--- src/inc/qct_defs.vh ---
`ifndef QCT_DEFS_VH
`define QCT_DEFS_VH
// control word field positions
`define QCT_CW_IRQ_EN 7
`define QCT_CW_MODE 6
`define QCT_CW_PRESC 5
`define QCT_CW_EDGE 4
`define QCT_CW_TRIG 3
`define QCT_CW_TC_NEXT 2
`define QCT_CW_SWRST 1
`define QCT_CW_IS_CTRL 0
// reset values
`define QCT_CTRL_RST 8'h00
`define QCT_VEC_RST 5'h00
// prescaler divide factors
`define QCT_PRESC_SMALL 9'h010
`define QCT_PRESC_LARGE 9'h100
`define QCT_PRESC_SMALL_M1 8'h0F
`define QCT_PRESC_LARGE_M1 8'hFF
// first opcode byte of return from interrupt, then its second byte
`define QCT_RETURN_FROM_IRQ_INSTR_B1 8'hED
`define QCT_RETURN_FROM_IRQ_INSTR_B2 8'h4D
`endif

--- src/core/qct_vec_store.v ---
`timescale 1ns/1ps
// per-channel time constant store, read data registered
module qct_vec_store
#(
   parameter NCH = 4,
   parameter AW = 2,
   parameter DW = 8
)
(
   input wire clk,
   input wire reset,
   input wire wr_en,
   input wire [AW-1:0] wr_addr,
   input wire [DW-1:0] wr_data,
   input wire [AW-1:0] rd_addr,
   output reg [DW-1:0] rd_data
);
   // storage array, not reset: host must program before use
   reg [DW-1:0] mem [0:NCH-1];

   // write port
   always @(posedge clk)
   begin
      if (wr_en)
         mem[wr_addr] <= wr_data;
   end

   // registered read port
   always @(posedge clk or posedge reset)
   begin
      if (reset)
         rd_data <= {DW{1'b0}};
      else
         rd_data <= mem[rd_addr];
   end
endmodule

--- src/core/qct_top.v ---
`timescale 1ns/1ps
`include "qct_defs.vh"
module qct_top
#(
   parameter NCH = 4
)
(
   input wire clk,
   input wire reset,
   input wire chip_enable_n,
   input wire io_request_n,
   input wire read_n,
   input wire opcode_fetch_cycle_n,
   input wire chan_select_lo,
   input wire chan_select_hi,
   input wire [7:0] data_in,
   output reg [7:0] data_out,
   output reg data_oe,
   input wire chain_priority_in,
   output reg chain_priority_out,
   output reg irq_out_n,
   output reg irq_oe,
   input wire [NCH-1:0] ext_count_trigger,
   output reg [NCH-2:0] zero_count_pulse
);
   // decoded bus events
   wire [1:0] sel; // channel number
   wire cyc; // any io cycle on us
   wire ack; // interrupt acknowledge
   wire fetch; // opcode fetch, no io
   reg cyc_q; // io cycle seen last clock
   reg ack_q; // ack seen last clock
   reg fetch_q; // fetch seen last clock
   wire wr_stb; // one pulse per write
   wire rd_act; // read in progress
   wire ack_stb; // one pulse per ack
   wire fetch_end; // fetch just finished
   reg [7:0] fetch_byte_q; // opcode latched in fetch
   reg ed_seen_q; // previous fetch was first byte

   assign sel = {chan_select_hi, chan_select_lo};
   assign cyc = !chip_enable_n && !io_request_n && opcode_fetch_cycle_n;
   assign ack = !io_request_n && !opcode_fetch_cycle_n;
   assign fetch = !opcode_fetch_cycle_n && io_request_n;
   assign wr_stb = cyc && !cyc_q && read_n;
   assign rd_act = cyc && !read_n;
   assign ack_stb = ack && !ack_q;
   assign fetch_end = fetch_q && !fetch;

   // per-channel state
   reg [7:0] ctrl_q [0:NCH-1]; // channel_control
   reg [NCH-1:0] tc_next_q; // constant word expected next
   reg [NCH-1:0] run_q; // channel counting
   reg [NCH-1:0] armed_q; // timer waits for trigger
   reg [NCH-1:0] pend_tc_q; // new constant waits for zero
   reg [NCH-1:0] load_q; // reload counter next clock
   reg [7:0] cnt_q [0:NCH-1]; // remaining_count
   reg [7:0] tc_q [0:NCH-1]; // time_constant
   reg [7:0] pre_q [0:NCH-1]; // prescaler
   reg [NCH-1:0] sync1_q; // trigger sync stage one
   reg [NCH-1:0] sync2_q; // trigger sync stage two
   reg [NCH-1:0] sync3_q; // delayed for edge detect
   reg [NCH-1:0] zc_q; // zero reached this clock
   reg [NCH-1:0] ip_q; // interrupt pending
   reg [NCH-1:0] ius_q; // interrupt under service
   reg [4:0] vec_q; // shared vector high bits
   wire [NCH-1:0] chain_en; // priority into each slot
   wire [NCH-1:0] dec_tick; // decrement this clock
   wire [NCH-1:0] trig_act; // synced active edge
   wire [NCH-1:0] win; // acknowledged channel

   // constant kept also in a small store, never read back
   qct_vec_store #(.NCH(NCH), .AW(2), .DW(8)) u_tc
   (
      .clk(clk),
      .reset(reset),
      .wr_en(wr_stb && tc_next_q[sel]),
      .wr_addr(sel),
      .wr_data(data_in),
      .rd_addr(sel),
      .rd_data() // read port spare, constant also in tc_q
   );

   // bus edge trackers, opcode capture for return decode
   always @(posedge clk or posedge reset)
   begin
      if (reset)
      begin
         cyc_q <= 1'b0;
         ack_q <= 1'b0;
         fetch_q <= 1'b0;
         fetch_byte_q <= 8'h00;
         ed_seen_q <= 1'b0;
      end
      else
      begin
         cyc_q <= cyc;
         ack_q <= ack;
         fetch_q <= fetch;
         if (fetch)
            fetch_byte_q <= data_in;
         // flag lasts through the following fetch only
         if (fetch_end)
            ed_seen_q <= (fetch_byte_q == `QCT_RETURN_FROM_IRQ_INSTR_B1);
      end
   end

   // daisy chain inside: slot n sees priority only if all above idle
   assign chain_en[0] = chain_priority_in;
   genvar g;
   generate
      for (g = 0; g < NCH; g = g + 1)
      begin : gch
         if (g > 0)
         begin : gce
            // higher slot blocks lower while serviced/pending
            assign chain_en[g] = chain_en[g-1] && !ius_q[g-1] &&
               !(ip_q[g-1] && !ed_seen_q);
         end
         // edge select flips polarity of synced input
         assign trig_act[g] = (sync2_q[g] ^ sync3_q[g]) &&
            (sync2_q[g] == ctrl_q[g][`QCT_CW_EDGE]);
         assign dec_tick[g] = run_q[g] &&
            (ctrl_q[g][`QCT_CW_MODE] ?
               trig_act[g] :
               (pre_q[g] == 8'h00));
         assign win[g] = chain_en[g] && ip_q[g] && !ius_q[g];

         // channel engine
         always @(posedge clk or posedge reset)
         begin
            if (reset)
            begin
               ctrl_q[g] <= `QCT_CTRL_RST;
               tc_next_q[g] <= 1'b0;
               run_q[g] <= 1'b0;
               armed_q[g] <= 1'b0;
               pend_tc_q[g] <= 1'b0;
               load_q[g] <= 1'b0;
               cnt_q[g] <= 8'h00;
               tc_q[g] <= 8'h00;
               pre_q[g] <= 8'h00;
               sync3_q[g] <= 1'b0;
               zc_q[g] <= 1'b0;
               ip_q[g] <= 1'b0;
               ius_q[g] <= 1'b0;
            end
            else
            begin
               sync3_q[g] <= sync2_q[g];
               zc_q[g] <= 1'b0;
               load_q[g] <= 1'b0;
               // prescaler free runs only while timing
               if (run_q[g] && !ctrl_q[g][`QCT_CW_MODE])
               begin
                  if (pre_q[g] == 8'h00)
                     pre_q[g] <= ctrl_q[g][`QCT_CW_PRESC] ?
                        `QCT_PRESC_LARGE_M1 :
                        `QCT_PRESC_SMALL_M1;
                  else
                     pre_q[g] <= pre_q[g] - 8'h01;
               end
               // armed timer starts on active edge
               if (armed_q[g] && trig_act[g])
               begin
                  armed_q[g] <= 1'b0;
                  run_q[g] <= 1'b1;
               end
               // acknowledge first, so a fresh zero this clock re-pends
               if (ack_stb && win[g])
               begin
                  ius_q[g] <= 1'b1;
                  ip_q[g] <= 1'b0;
               end
               // down count; zero is 256 by wrapping
               if (load_q[g])
                  cnt_q[g] <= tc_q[g];
               else if (dec_tick[g])
               begin
                  cnt_q[g] <= cnt_q[g] - 8'h01;
                  if (cnt_q[g] == 8'h01)
                  begin
                     zc_q[g] <= 1'b1;
                     load_q[g] <= 1'b1;
                     pend_tc_q[g] <= 1'b0;
                     if (ctrl_q[g][`QCT_CW_IRQ_EN])
                        ip_q[g] <= 1'b1;
                  end
               end
               // host writes to this channel
               if (wr_stb && sel == g)
               begin
                  if (tc_next_q[g])
                  begin
                     tc_next_q[g] <= 1'b0;
                     tc_q[g] <= data_in;
                     if (!run_q[g] && !armed_q[g])
                     begin
                        // first constant or after soft reset
                        load_q[g] <= 1'b1;
                        pre_q[g] <= 8'h00;
                        if (ctrl_q[g][`QCT_CW_MODE] ||
                           !ctrl_q[g][`QCT_CW_TRIG])
                           run_q[g] <= 1'b1;
                        else
                           armed_q[g] <= 1'b1;
                     end
                     else
                        pend_tc_q[g] <= 1'b1;
                  end
                  else if (data_in[`QCT_CW_IS_CTRL])
                  begin
                     ctrl_q[g] <= data_in;
                     tc_next_q[g] <= data_in[`QCT_CW_TC_NEXT];
                     if (data_in[`QCT_CW_SWRST])
                     begin
                        run_q[g] <= 1'b0;
                        armed_q[g] <= 1'b0;
                     end
                     else if (data_in[`QCT_CW_EDGE] !=
                        ctrl_q[g][`QCT_CW_EDGE])
                     begin
                        // slope change counts as an edge
                        if (armed_q[g])
                        begin
                           armed_q[g] <= 1'b0;
                           run_q[g] <= 1'b1;
                        end
                        else if (run_q[g] && ctrl_q[g][`QCT_CW_MODE])
                        begin
                           cnt_q[g] <= cnt_q[g] - 8'h01;
                           if (cnt_q[g] == 8'h01)
                           begin
                              zc_q[g] <= 1'b1;
                              load_q[g] <= 1'b1;
                           end
                        end
                     end
                     if (!data_in[`QCT_CW_IRQ_EN])
                        ip_q[g] <= 1'b0;
                  end
               end
               // return completes: highest serviced slot clears
               if (fetch_end && ed_seen_q &&
                  fetch_byte_q == `QCT_RETURN_FROM_IRQ_INSTR_B2 &&
                  chain_en[g] && ius_q[g])
                  ius_q[g] <= 1'b0;
            end
         end
      end
   endgenerate

   // trigger synchroniser, two stages
   always @(posedge clk or posedge reset)
   begin
      if (reset)
      begin
         sync1_q <= {NCH{1'b0}};
         sync2_q <= {NCH{1'b0}};
      end
      else
      begin
         sync1_q <= ext_count_trigger;
         sync2_q <= sync1_q;
      end
   end

   // vector register: bit0 clear on channel 0 port
   always @(posedge clk or posedge reset)
   begin
      if (reset)
         vec_q <= `QCT_VEC_RST;
      else if (wr_stb && sel == 2'b00 && !tc_next_q[0] &&
         !data_in[`QCT_CW_IS_CTRL])
         vec_q <= data_in[7:3];
   end

   // winning channel number by fixed priority
   reg [1:0] win_num; // encoded winner
   reg win_any; // some channel won
   integer i;
   always @*
   begin
      win_num = 2'b00;
      win_any = 1'b0;
      for (i = NCH - 1; i >= 0; i = i - 1)
      begin
         if (win[i])
         begin
            win_num = i[1:0];
            win_any = 1'b1;
         end
      end
   end

   // output registers: data bus, irq, zero pulses
   always @(posedge clk or posedge reset)
   begin
      if (reset)
      begin
         data_out <= 8'h00;
         data_oe <= 1'b0;
         irq_out_n <= 1'b1;
         irq_oe <= 1'b0;
         zero_count_pulse <= {(NCH-1){1'b0}};
      end
      else
      begin
         if (ack_stb && win_any)
         begin
            data_out <= {vec_q, win_num, 1'b0};
            data_oe <= 1'b1;
         end
         else if (ack && ack_q && data_oe)
            data_oe <= 1'b1; // vector stands for whole acknowledge
         else if (rd_act)
         begin
            data_out <= cnt_q[sel];
            data_oe <= 1'b1;
         end
         else
            data_oe <= 1'b0;
         // open drain request: drive low when any pending
         irq_out_n <= !(|ip_q);
         irq_oe <= |ip_q;
         zero_count_pulse <= zc_q[NCH-2:0];
      end
   end

   // blocked by service or unreleased pending
   // no async reset: state is cleared, so chain out follows chain in
   always @(posedge clk)
   begin
      chain_priority_out <= chain_en[NCH-1] && !ius_q[NCH-1] &&
         !(ip_q[NCH-1] && !ed_seen_q);
   end
endmodule

--- config.mk ---
export PLATFORM = sky130hd
export DESIGN_NAME = qct_top
export DESIGN_NICKNAME = d
export VERILOG_FILES = /design/src/core/qct_vec_store.v /design/src/core/qct_top.v
export VERILOG_INCLUDE_DIRS = /design/src /design/src/inc
export SDC_FILE = /design/constraint.sdc
export NUM_CORES = 1
export LEC_CHECK = 0
export ABC_AREA = 1
export BUFFER_PORTS_ARGS = -buffer_cell sky130_fd_sc_hd__buf_2
export CORE_MARGIN = 2
export CORE_UTILIZATION = 50
export DETAILED_ROUTE_END_ITERATION = 8
export PLACE_DENSITY = 0.68
export SYNTH_ARGS = -nofsm -noshare
export SYNTH_HDL_FRONTEND = slang
export SYNTH_HIERARCHICAL = 1
export SYNTH_SLANG_ARGS = --single-unit
--- constraint.sdc ---
create_clock -name clk -period 18 [get_ports clk]
set_clock_uncertainty 0.1 [all_clocks]
set_input_delay 2.7 -clock clk [delete_from_list [all_inputs] [get_ports clk]]
set_output_delay 2.7 -clock clk [all_outputs]
set_load 0.01 [all_outputs]
==> key figures, run 1 <==
Status
  • Status: complete, no violations

Logic synthesis
  • Top flip-flop cell by instance count after synthesis: sky130_fd_sc_hd__dfrtp_1
  • Area share of the largest cell type after synthesis: 49.1%
  • Sequential element share of the synthesized area: 49.5%
  • Synthesized instance count: 1149
  • Syn Area/Cell: 8.21 µm²
  • Top post-synthesis cells by area: sky130_fd_sc_hd__dfrtp_1 49%, sky130_fd_sc_hd__nand2_1 9.7%, sky130_fd_sc_hd__inv_1 6.2%
  • Top cell type by total area after synthesis: sky130_fd_sc_hd__dfrtp_1
  • Synthesized Nets: 1186
  • Warning count from the yosys run: 6
  • Post-synthesis instance area: 9440 µm²
  • Register bit count reported by yosys: 187
  • Share of synthesized flip-flops with an asynchronous set or reset: 99.5%
  • Count of cell types in the netlist: 46
  • Post-synth EDFFs: 0

Clock network
  • TritonCTS clock tree: built
  • Clock transition at the register clock pins on the worst setup and hold paths after CTS: 70 ps
  • Clk root buf: sky130_fd_sc_hd__clkbuf_16
  • CTS buffer count: 17
  • Sinks on the clock net: 187
  • H-Tree Level Count: 4
  • Clock tree buffer depth: 2
  • Hold buffer count at cts: 0
  • Post-CTS Repair Setup Buffers: 0
  • Insertion delay of the later-clocked pin in the worst-skew pair: 440 ps
  • CTS resizes: 0

Finish
  • Inserted Diodes: 0
  • Number of standard cells in the layout, taps in and fillers out: 1434
  • Fraction of layout instances using a drive strength above 1: 9.58%
  • Post-layout nets: 1224
  • Area growth syn-to-layout: 10.8%
  • Total non-filler cell area in the finished layout: 10500 µm²

Place
  • Post-place instance area: 9850 µm²
  • Number of buffer cells added on primary ports: 35
  • Cell count after placement: 1402
  • Gp weighted congestion: 0.905
  • Placed wire-length estimate: 16.1 mm

Worst setup path
  • Required time of the critical path: 18260 ps
  • Kind of launch point of the worst setup path: input port
  • Worst setup path class: input port to register
  • CP Capture Type: register
  • Largest driver fanout on the critical path: 12
  • Arrival time of the worst setup path: 4440 ps

Floorplanning
  • Placeable Area: 18600 µm²
  • Count of standard-cell rows: 50
  • Die outline width: 141 µm
  • Overall die area: 20000 µm²
  • Count of pins on the block boundary: 36
  • Die H: 141 µm
  • Effective utilization at floorplan: 50.6%

Route
  • Number of iterations in the first detailed-routing pass: 5
  • Final antenna-violating net count: 0
  • Detailed-route via count: 7734
  • Per-cell via count in the routed design: 5.39
  • Routed len/inst: 15.7 µm
  • Routed WL: 22.5 mm
  • Number of violations reported at the end of detailed-routing iteration 0: 571
  • Post-route DRC: 0

STA
  • Setup TNS Final: 0 ps
  • Final setup fails: 0
  • Final-report hold violation count: 0
  • Final Max Tran Viols: 0
  • Time the worst path needs with I/O delays and setup: 4180 ps
  • Worst-margin pin slew: 919 ps
  • F_max: 0.239 GHz
  • Setup repair after global routing missed its margin: false
  • Final period utilization: 23.2%
  • Hold slack final: 249 ps
  • Max-slew headroom: 38.7%

Global routing
  • Via count of the first global-routing pass: 7315
  • GR Overflow Total: 0
  • Number of antenna violations at the first check in global routing: 0
  • Global-route wire length before repair: 37.3 mm
  • Pin count of the biggest net entering global routing: 117
  • Overall fraction of global-route tracks in use: 23.7%

Min path
  • Hold Crit Class: register to register

Power and ir drop
  • Peak ir drop on the vdd network: 67.0 µV
  • Power per standard cell area: 107 nW/µm²
  • Power after layout: 1.12 mW
  • Leakage power figure: 5.06 nW

Job
  • Max cap viols: 0
cell type report:
| class | instances | area, µm² |
|---|---|---|
| flip-flops and latches | 187 | 4680 |
| inverters | 169 | 642 |
| repair buffers | 36 | 183 |
| fillers | 1734 | 8180 |
| well taps | 234 | 293 |
| clock inverters | 14 | 173 |
| clock buffers | 18 | 439 |
| multi-input cells | 776 | 4060 |
flip-flops by register name, indices dropped and copies added, names as in the netlist, 3 cells and up:
signal / cells
armed_q: 4
cnt_q: 32
ctrl_q: 20
data_out: 8
fetch_byte_q: 8
ip_q: 4
ius_q: 4
load_q: 4
pre_q: 32
run_q: 4
sync1_q: 4
sync2_q: 4
sync3_q: 4
tc_next_q: 4
tc_q: 32
vec_q: 5
zc_q: 3
zero_count_pulse: 3
metrics by stage:
stage / setup WS [ps] / utilization [%]
after global placement: 13440 / 52.8
after global routing: 13630 / 56.1
after CTS: 13840 / 56.1
after floorplan: 10140 / -
final: 13820 / 56.1
after detailed placement: 13370 / 52.8
synth_stat cells, types with 5 or more instances:
master / instances
sky130_fd_sc_hd__inv_1: 155
sky130_fd_sc_hd__nand2_1: 244
sky130_fd_sc_hd__xnor2_1: 9
sky130_fd_sc_hd__inv_2: 14
sky130_fd_sc_hd__ha_1: 16
sky130_fd_sc_hd__o21ai_0: 99
sky130_fd_sc_hd__xor2_1: 30
sky130_fd_sc_hd__nor2_4: 8
sky130_fd_sc_hd__nor3_1: 9
sky130_fd_sc_hd__a31oi_1: 5
sky130_fd_sc_hd__nor4_1: 5
sky130_fd_sc_hd__nand3_1: 63
sky130_fd_sc_hd__nor2_2: 5
sky130_fd_sc_hd__nand4_1: 34
sky130_fd_sc_hd__nor2_1: 114
sky130_fd_sc_hd__a211oi_1: 13
sky130_fd_sc_hd__nand2_2: 5
sky130_fd_sc_hd__o22ai_1: 18
sky130_fd_sc_hd__clkbuf_1: 11
sky130_fd_sc_hd__a21oi_1: 21
sky130_fd_sc_hd__o211ai_1: 6
sky130_fd_sc_hd__o21ai_1: 32
sky130_fd_sc_hd__buf_2: 6
sky130_fd_sc_hd__dfrtp_1: 185
path summary, 6_finish.rpt:
kind,cells after the start,start,end,slack [ps]
worst max-delay path,10,io_request_n,cnt_q[10]$_DFF_PP0_,13820
worst min-delay path,0,zc_q[0]$_DFF_PP0_,zero_count_pulse[0]$_DFF_PP0_,250
worst max register to register,8,run_q[3]$_DFF_PP0_,cnt_q[0]$_DFF_PP0_,15700
worst min register to register,0,zc_q[0]$_DFF_PP0_,zero_count_pulse[0]$_DFF_PP0_,250
max in group asynchronous,3,reset,ip_q[0]$_DFF_PP0_,14040
min in group asynchronous,2,reset,zero_count_pulse[0]$_DFF_PP0_,2320
critical path, cell delays in order:
cell                      delay, ps
sky130_fd_sc_hd__buf_2          120
sky130_fd_sc_hd__nor3_4         270
sky130_fd_sc_hd__nand2_2        190
sky130_fd_sc_hd__inv_2           90
sky130_fd_sc_hd__nand2_2         80
sky130_fd_sc_hd__nor2_4         120
sky130_fd_sc_hd__nand4_1        370
sky130_fd_sc_hd__nand2_1        260
sky130_fd_sc_hd__inv_2           90
sky130_fd_sc_hd__o21ai_1        130
cells by family (layout without fill, tap and decap cells):
family / Yosys count / after routing / share of synthesized area [%]
multiplexers: 2 / 2 / 0.212
AND/OR/NAND/NOR: 502 / 502 / 23.9
adder cells (fa/ha/maj): 16 / 16 / 2.12
AO/OA/AOI/OAI: 217 / 217 / 13.1
buffers and inverters: 186 / 237 / 7.48
XOR/XNOR: 39 / 39 / 3.62
flip-flops: 187 / 187 / 49.5
layout by cell type (no fill, tap or decap), types with 13 or more instances in the layout:
cell type                     n
sky130_fd_sc_hd__inv_2       14
sky130_fd_sc_hd__a21oi_1     21
sky130_fd_sc_hd__inv_1      154
sky130_fd_sc_hd__nand3_1     63
sky130_fd_sc_hd__xor2_1      30
sky130_fd_sc_hd__dfrtp_1    185
sky130_fd_sc_hd__clkbuf_16   17
sky130_fd_sc_hd__o22ai_1     18
sky130_fd_sc_hd__a211oi_1    13
sky130_fd_sc_hd__buf_2       35
sky130_fd_sc_hd__o21ai_1     32
sky130_fd_sc_hd__ha_1        16
sky130_fd_sc_hd__nor2_1     114
sky130_fd_sc_hd__o21ai_0     99
sky130_fd_sc_hd__nand4_1     34
sky130_fd_sc_hd__nand2_1    244
metal layers:
layer / routed length [µm] / track usage [%] / part of all wire (%) / vias to the layer above
met4: 425 / 7.68 / 1.9 / 0
met3: 1010 / 3.75 / 4.5 / 29
met1: 10800 / 34.4 / 48 / 3694
met2: 10200 / 36.5 / 45 / 168
li1: - / - / - / 3843
met5: 0 / 0 / 0 / -
power breakdown:
group,leakage (nW),internal (mW),switching (mW)
combinational,2.40,0.0784,0.136
sequential,2.38,0.475,0.0433
clock,0.284,0.222,0.167
total,5.06,0.776,0.346
Power figures use the tool's default switching activity.
==> run 2, diff against run 1 <==
ABC_AREA = 0   (was 1)
clock period = 3.91 ns   (was 18 ns; I/O delays follow)
==> key figures, run 2 <==
Status
  • Status: complete, no violations (unchanged)

STA
  • Final period utilization: 77.9%
  • Final Max Tran Viols: 0 (unchanged)
  • Worst-margin pin slew: 999 ps (was 919 ps)
  • Time the worst path needs with I/O delays and setup: 3050 ps
  • F_max: 0.328 GHz
  • Max-slew headroom: 33.4% (was 38.7%)
  • Setup repair after global routing missed its margin: false (unchanged)
  • Final setup fails: 0 (unchanged)
  • Final-report hold violation count: 0 (unchanged)
  • Setup TNS Final: 0 ps (unchanged)

Worst setup path
  • Crit path buffers/inverters: 1 (was 3)
  • Largest driver fanout on the critical path: 14 (was 12)
  • Register-to-register path setup slack: 860 ps (was 15700 ps)
  • Worst setup path class: register to register (was input port to register)
  • Kind of launch point of the worst setup path: register (was input port)
  • Critical path cell sequence: inv_1, ha_1, or3b_2, or2_0, o22ai_1, a21oi_1, o21ai_0, a221o_1 (was buf_2, nor3_4, nand2_2, inv_2, nand2_2, nor2_4, nand4_1, nand2_1, inv_2, o21ai_1)
  • Family with the most delay on the worst path: compound AO/OA/AOI/OAI gates (was simple AND/OR/NAND/NOR gates)
  • Arrival time of the worst setup path: 3260 ps (was 4440 ps)
  • Worst reg2reg startpoint: pre_q[8]$_DFF_PP0_ (was run_q[3]$_DFF_PP0_)
  • Cell with the biggest individual delay on the critical path: sky130_fd_sc_hd__a21oi_1 (was sky130_fd_sc_hd__nand4_1)
  • End of the worst register-to-register path: cnt_q[13]$_DFF_PP0_ (was cnt_q[0]$_DFF_PP0_)
  • R2R depth: 8 (unchanged)
  • Slowest Stage Delay on Critical Path: 830 ps (was 370 ps)
  • CP Capture Type: register (unchanged)
  • Required time of the critical path: 4120 ps (was 18260 ps)

Job
  • Max cap viols: 0 (unchanged)

Floorplanning
  • Placeable Area: 17900 µm² (was 18600 µm²)
  • Die outline width: 139 µm (was 141 µm)
  • Count of standard-cell rows: 49 (was 50)
  • Die H: 139 µm (was 141 µm)
  • Effective utilization at floorplan: 51.0% (was 50.6%)
  • Overall die area: 19300 µm² (was 20000 µm²)
  • Count of pins on the block boundary: 36 (unchanged)

Clock network
  • H-Tree Level Count: 4 (unchanged)
  • Insertion delay of the later-clocked pin in the worst-skew pair: 440 ps (about the same)
  • Clock transition at the register clock pins on the worst setup and hold paths after CTS: 70 ps (about the same)
  • Post-CTS Repair Setup Buffers: 0 (unchanged)
  • Sinks on the clock net: 187 (unchanged)
  • TritonCTS clock tree: built (unchanged)
  • CTS buffer count: 17 (unchanged)
  • Hold buffer count at cts: 0 (unchanged)
  • Clock tree buffer depth: 2 (unchanged)
  • Clk root buf: sky130_fd_sc_hd__clkbuf_16 (unchanged)
  • CTS resizes: 0 (unchanged)

Place
  • Number of buffer cells added on primary ports: 35 (unchanged)
  • Post-place instance area: 9560 µm² (was 9850 µm²)
  • Gp weighted congestion: 0.926 (was 0.905)
  • Placed wire-length estimate: 15.0 mm (was 16.1 mm)

Route
  • Number of iterations in the first detailed-routing pass: 5 (unchanged)
  • Number of violations reported at the end of detailed-routing iteration 0: 567 (was 571)
  • Routed WL: 21.4 mm (was 22.5 mm)
  • Final antenna-violating net count: 0 (unchanged)
  • Post-route DRC: 0 (unchanged)
  • Per-cell via count in the routed design: 5.97 (was 5.39)
  • Detailed-route via count: 6904 (was 7734)
  • Routed len/inst: 18.5 µm (was 15.7 µm)

Logic synthesis
  • Syn Area/Cell: 10.4 µm² (was 8.21 µm²)
  • Sequential element share of the synthesized area: 51.3% (was 49.5%)
  • Top cell type by total area after synthesis: sky130_fd_sc_hd__dfrtp_1 (unchanged)
  • Synthesized instance count: 876 (was 1149)
  • Register bit count reported by yosys: 187 (unchanged)
  • Top post-synthesis cells by area: sky130_fd_sc_hd__dfrtp_1 51%, sky130_fd_sc_hd__mux2_2 7.7%, sky130_fd_sc_hd__nor2_1 4.0% (was sky130_fd_sc_hd__dfrtp_1 49%, sky130_fd_sc_hd__nand2_1 9.7%, sky130_fd_sc_hd__inv_1 6.2%)
  • Top flip-flop cell by instance count after synthesis: sky130_fd_sc_hd__dfrtp_1 (unchanged)
  • Most frequent cell after synthesis: sky130_fd_sc_hd__dfrtp_1 (was sky130_fd_sc_hd__nand2_1)
  • Synthesized Nets: 913 (was 1186)
  • Share of synthesized flip-flops with an asynchronous set or reset: 99.5% (unchanged)
  • Warning count from the yosys run: 6 (unchanged)
  • Count of cell types in the netlist: 76 (was 46)
  • Post-synthesis instance area: 9120 µm² (was 9440 µm²)
  • Cell types with the highest counts after synthesis: 185 x sky130_fd_sc_hd__dfrtp_1, 98 x sky130_fd_sc_hd__nor2_1, 79 x sky130_fd_sc_hd__nand2_1 (was 244 x sky130_fd_sc_hd__nand2_1, 185 x sky130_fd_sc_hd__dfrtp_1, 155 x sky130_fd_sc_hd__inv_1)
  • Area share of the largest cell type after synthesis: 50.8% (was 49.1%)
  • Post-synth EDFFs: 0 (unchanged)

Finish
  • Most used cells in the layout excluding fill and tap cells: 185 x sky130_fd_sc_hd__dfrtp_1, 98 x sky130_fd_sc_hd__nor2_1, 79 x sky130_fd_sc_hd__nand2_1 (was 244 x sky130_fd_sc_hd__nand2_1, 185 x sky130_fd_sc_hd__dfrtp_1, 154 x sky130_fd_sc_hd__inv_1)
  • Post-layout nets: 952 (was 1224)
  • Total non-filler cell area in the finished layout: 10100 µm² (was 10500 µm²)
  • Leading registers by flop count: cnt_q: 32 flops, pre_q: 32 flops, tc_q: 32 flops (unchanged)
  • Most common cell after layout, fill and taps aside: sky130_fd_sc_hd__dfrtp_1 (was sky130_fd_sc_hd__nand2_1)
  • Inserted Diodes: 0 (unchanged)
  • Layout filler cell count: 1544 (was 1734)
  • Fraction of layout instances using a drive strength above 1: 17.2% (was 9.58%)
  • Area occupied by multi-input gates: 4190 µm² (was 4060 µm²)
  • Area growth syn-to-layout: 10.8% (about the same)
  • Sequential cell area: 4680 µm² (unchanged)

Power and ir drop
  • Peak ir drop on the vdd network: 392 µV (was 67.0 µV)
  • Power per standard cell area: 554 nW/µm² (was 107 nW/µm²)
  • Leakage power figure: 4.48 nW (was 5.06 nW)

Global routing
  • GR Overflow Total: 0 (unchanged)
  • Number of antenna violations at the first check in global routing: 0 (unchanged)
  • Overall fraction of global-route tracks in use: 23.0% (was 23.7%)
  • Via count of the first global-routing pass: 6606 (was 7315)
  • Global-route wire length before repair: 35.1 mm (was 37.3 mm)
  • Pin count of the biggest net entering global routing: 71 (was 117)

Min path
  • Hold Crit Class: input port to asynchronous set/reset pin (was register to register)
==> run 2: cell types whose count changed after synthesis, sizes merged, moves of 12 or more <==
cell	delta
inv	-130
a21oi	+30
nand3	-43
nand4	-32
nand2	-173
nor3	+13
or3	+15
xor2	-25
nand2b	+13
mux2i	+12
mux2	+62
nor2	-28
o21ai	-86
==> run 2: how the worst max path moves through the flow <==
stage	start	end	slack, ps	cells past startpoint
floorplan	reset	ack_q$_DFF_PP0_	830	1
global placement	chan_select_hi	cnt_q[23]$_DFF_PP0_	840	7
detailed placement	chan_select_hi	cnt_q[23]$_DFF_PP0_	790	7
CTS	pre_q[8]$_DFF_PP0_	cnt_q[13]$_DFF_PP0_	880	8
global route	pre_q[8]$_DFF_PP0_	cnt_q[13]$_DFF_PP0_	570	8
finish	pre_q[8]$_DFF_PP0_	cnt_q[13]$_DFF_PP0_	860	8
==> run 2: layout make-up <==
type | instances | area share (%)
Tap cell | 229 | 2.84
Inverter | 40 | 1.52
Clock buffer | 18 | 4.25
Sequential cell | 187 | 46.3
Clock inverter | 14 | 1.15
Timing Repair Buffer | 42 | 2.50
Multi-Input combinational cell | 627 | 41.5
==> run 2: power by group <==
group	total, mW	internal, mW	switching, mW
clock network	1.61	0.827	0.786
logic	1.25	0.561	0.687
registers	2.73	2.31	0.426
==> run 2: per-layer routing <==
| metal | track usage [%] | part of all wire (%) | up-vias |
|---|---|---|---|
| li1 | - | - | 3279 |
| met1 | 32.1 | 46 | 3403 |
| met2 | 36.0 | 47 | 186 |
| met3 | 5.80 | 5.8 | 36 |
| met4 | 6.43 | 1.7 | 0 |
| met5 | 0 | 0 | - |
==> run 2: kinds of logic (layout without fill, tap and decap cells) <==
logic type	after synthesis	in the layout	synth area share, %
flip-flops	187	187	51.3
adder cells (fa/ha/maj)	16	16	2.19
AO/OA/AOI/OAI	194	194	13.8
XOR/XNOR	11	11	1.06
AND/OR/NAND/NOR	322	322	17.7
buffers and inverters	62	114	2.83
multiplexers	84	84	11.2
==> run 2: worst register-to-register path, stage by stage (launching register included) <==
cell and delay [ps]:
sky130_fd_sc_hd__dfrtp_1 370, sky130_fd_sc_hd__inv_1 70, sky130_fd_sc_hd__ha_1 200, sky130_fd_sc_hd__or3b_2 210, sky130_fd_sc_hd__or2_0 380, sky130_fd_sc_hd__o22ai_1 220, sky130_fd_sc_hd__a21oi_1 840, sky130_fd_sc_hd__o21ai_0 220
sky130_fd_sc_hd__a221o_1 320
==> run 2: stage by stage <==
| step | hold slack, ps | power (mW) | worst slack [ps] | std cells | utilization (%) |
|---|---|---|---|---|---|
| 2_1_floorplan | 231 | 3.57 | 832 | 876 | - |
| 3_3_place_gp | 233 | 3.95 | 844 | 1125 | 53.4 |
| 3_5_place_dp | 236 | 3.99 | 791 | 1125 | 53.4 |
| 4_1_cts | 134 | 5.61 | 879 | 1157 | 56.4 |
| 5_1_grt | 124 | 5.93 | 574 | 1157 | 56.4 |
| 6_report | 132 | 5.59 | 862 | 1157 | 56.4 |
==> run 3, diff against run 2 <==
ABC_AREA = 1   (was 0)
PLACE_DENSITY = 0.7   (was 0.68)
clock period = 2.5 ns   (was 3.91 ns; I/O delays follow)
==> key figures, run 3 (synthesized netlist as in run 1, its figures left out) <==
Clock network
  • Post-CTS Repair Setup Buffers: 0 (unchanged)
  • CTS buffer count: 17 (unchanged)
  • CTS resizes: 0 (unchanged)
  • Clock transition at the register clock pins on the worst setup and hold paths after CTS: 70 ps (about the same)
  • Clk root buf: sky130_fd_sc_hd__clkbuf_16 (unchanged)
  • H-Tree Level Count: 4 (unchanged)
  • Hold buffer count at cts: 5 (was 0)
  • Sinks on the clock net: 187 (unchanged)
  • Clock tree buffer depth: 2 (unchanged)
  • Insertion delay of the later-clocked pin in the worst-skew pair: 430 ps (was 440 ps)
  • TritonCTS clock tree: built (unchanged)

Worst setup path
  • Kind of launch point of the worst setup path: register (unchanged)
  • Largest driver fanout on the critical path: 10 (was 14)
  • Worst setup path class: register to register (unchanged)
  • Arrival time of the worst setup path: 2220 ps (was 3260 ps)
  • Cell with the biggest individual delay on the critical path: sky130_fd_sc_hd__dfrtp_1 (was sky130_fd_sc_hd__a21oi_1)
  • Required time of the critical path: 2700 ps (was 4120 ps)
  • Cell with the most instances on the worst path: sky130_fd_sc_hd__nand2_1
  • Critical path cell sequence: inv_1, ha_1, nand3_1, nor2_1, nand2_1, nand2_1, nand4_1, a22oi_1 (was inv_1, ha_1, or3b_2, or2_0, o22ai_1, a21oi_1, o21ai_0, a221o_1)
  • CP Capture Type: register (unchanged)
  • Slowest Stage Delay on Critical Path: 390 ps (was 830 ps)

Floorplanning
  • Overall die area: 20000 µm² (was 19300 µm²)
  • Placeable Area: 18600 µm² (was 17900 µm²)
  • Effective utilization at floorplan: 50.6% (was 51.0%)
  • Die H: 141 µm (was 139 µm)
  • Count of pins on the block boundary: 36 (unchanged)
  • Die outline width: 141 µm (was 139 µm)
  • Count of standard-cell rows: 50 (was 49)

STA
  • Final-report hold violation count: 0 (unchanged)
  • Setup TNS Final: 0 ps (unchanged)
  • Setup slack after layout: 474 ps (was 862 ps)
  • Worst-margin pin slew: 628 ps (was 999 ps)
  • Final Max Tran Viols: 0 (unchanged)
  • F_max: 0.494 GHz (was 0.328 GHz)
  • Hold slack final: 39.6 ps (was 132 ps)
  • Time the worst path needs with I/O delays and setup: 2030 ps (was 3050 ps)
  • Setup repair after global routing missed its margin: false (unchanged)
  • Max-slew headroom: 58.1% (was 33.4%)
  • Final period utilization: 81.0% (was 77.9%)
  • Final setup fails: 0 (unchanged)

Place
  • Placed wire-length estimate: 16.4 mm (was 15.0 mm)
  • Number of buffer cells added on primary ports: 35 (unchanged)
  • Worst slack at placement: 359 ps (was 791 ps)
  • Gp weighted congestion: 0.915 (was 0.926)

Finish
  • Inserted Diodes: 0 (unchanged)
  • Most common cell after layout, fill and taps aside: sky130_fd_sc_hd__nand2_1 (was sky130_fd_sc_hd__dfrtp_1)
  • Layout filler cell count: 1724 (was 1544)
  • Share of the core filled with cells in the final layout: 57.3% (was 56.4%)
  • Fraction of layout instances using a drive strength above 1: 10.6% (was 17.2%)
  • Area occupied by multi-input gates: 4060 µm² (was 4190 µm²)
  • Most used cells in the layout excluding fill and tap cells: 244 x sky130_fd_sc_hd__nand2_1, 185 x sky130_fd_sc_hd__dfrtp_1, 154 x sky130_fd_sc_hd__inv_1 (was 185 x sky130_fd_sc_hd__dfrtp_1, 98 x sky130_fd_sc_hd__nor2_1, 79 x sky130_fd_sc_hd__nand2_1)
  • Sequential cell area: 4680 µm² (unchanged)
  • Leading registers by flop count: cnt_q: 32 flops, pre_q: 32 flops, tc_q: 32 flops (unchanged)
  • Post-layout nets: 1247 (was 952)
  • Area growth syn-to-layout: 13.2% (was 10.8%)

Status
  • Status: complete, no violations (unchanged)

Global routing
  • Pin count of the biggest net entering global routing: 49 (was 71)
  • Via count of the first global-routing pass: 7286 (was 6606)
  • Global-route wire length before repair: 36.8 mm (was 35.1 mm)
  • Number of antenna violations at the first check in global routing: 0 (unchanged)
  • GR Overflow Total: 0 (unchanged)
  • Overall fraction of global-route tracks in use: 23.4% (was 23.0%)

Route
  • Number of violations reported at the end of detailed-routing iteration 0: 687 (was 567)
  • Detailed-route via count: 7785 (was 6904)
  • Per-cell via count in the routed design: 5.35 (was 5.97)
  • Routed WL: 22.5 mm (was 21.4 mm)
  • Post-route DRC: 0 (unchanged)
  • Routed len/inst: 15.4 µm (was 18.5 µm)
  • Number of iterations in the first detailed-routing pass: 5 (unchanged)
  • Final antenna-violating net count: 0 (unchanged)

Power and ir drop
  • Power per standard cell area: 752 nW/µm² (was 554 nW/µm²)
  • Leakage power figure: 5.17 nW (was 4.48 nW)
  • Power after layout: 8.04 mW (was 5.59 mW)
  • Peak ir drop on the vdd network: 426 µV (was 392 µV)

Min path
  • Hold Crit Class: input port to register (was input port to asynchronous set/reset pin)

Job
  • Max cap viols: 0 (unchanged)
==> run 3: layer usage <==
metal  global-route usage, %  part of all wire (%)  vias up
met3                    4.45                   6.0       31
met2                    36.4                    45      229
met1                    33.3                    47     3638
met4                    7.74                   2.0        0
li1                        -                     -     3887
met5                       0                     0        -
==> run 3: worst max-delay path: cells and delay by family (launching register included) <==
kind	cells	cell delay (ps)
adder cells (fa/ha/maj)	1	160
flip-flops	1	390
AND/OR/NAND/NOR	5	790
AO/OA/AOI/OAI	1	330
buffers and inverters	1	120
==> run 3: final cells by class <==
cell class	count	area share, %
flip-flops and latches	187	43.8
multi-input cells	776	38.0
inverters	169	5.97
clock buffers	22	4.44
repair buffers	59	4.03
well taps	234	2.74
clock inverters	9	1.07
==> run 3: report_power, final <==
part           switching, mW  total, mW  internal [mW]
sequential             0.309       3.73           3.42
clock                   1.17       2.72           1.55
combinational          0.981       1.58          0.599
==> run 3: worst paths after layout <==
kind,from,end,slack (ps),depth (start not counted)
setup / recovery,pre_q[24]$_DFF_PP0_,ip_q[0]$_DFF_PP0_,470,8
hold / removal,chip_enable_n,cyc_q$_DFF_PP0_,40,2
setup reg to reg,pre_q[24]$_DFF_PP0_,ip_q[0]$_DFF_PP0_,470,8
hold reg to reg,sync1_q[1]$_DFF_PP0_,sync2_q[1]$_DFF_PP0_,250,0
max in group asynchronous,reset,load_q[3]$_DFF_PP0_,1250,4
min in group asynchronous,reset,pre_q[25]$_DFF_PP0_,430,3
==> run 3: metrics by stage <==
stage | instances | cell area [µm²]
2_1_floorplan | 1149 | 9440
4_1_cts | 1456 | 10700
6_report | 1456 | 10700
5_1_grt | 1456 | 10700
3_5_place_dp | 1420 | 10000
3_3_place_gp | 1420 | 10000
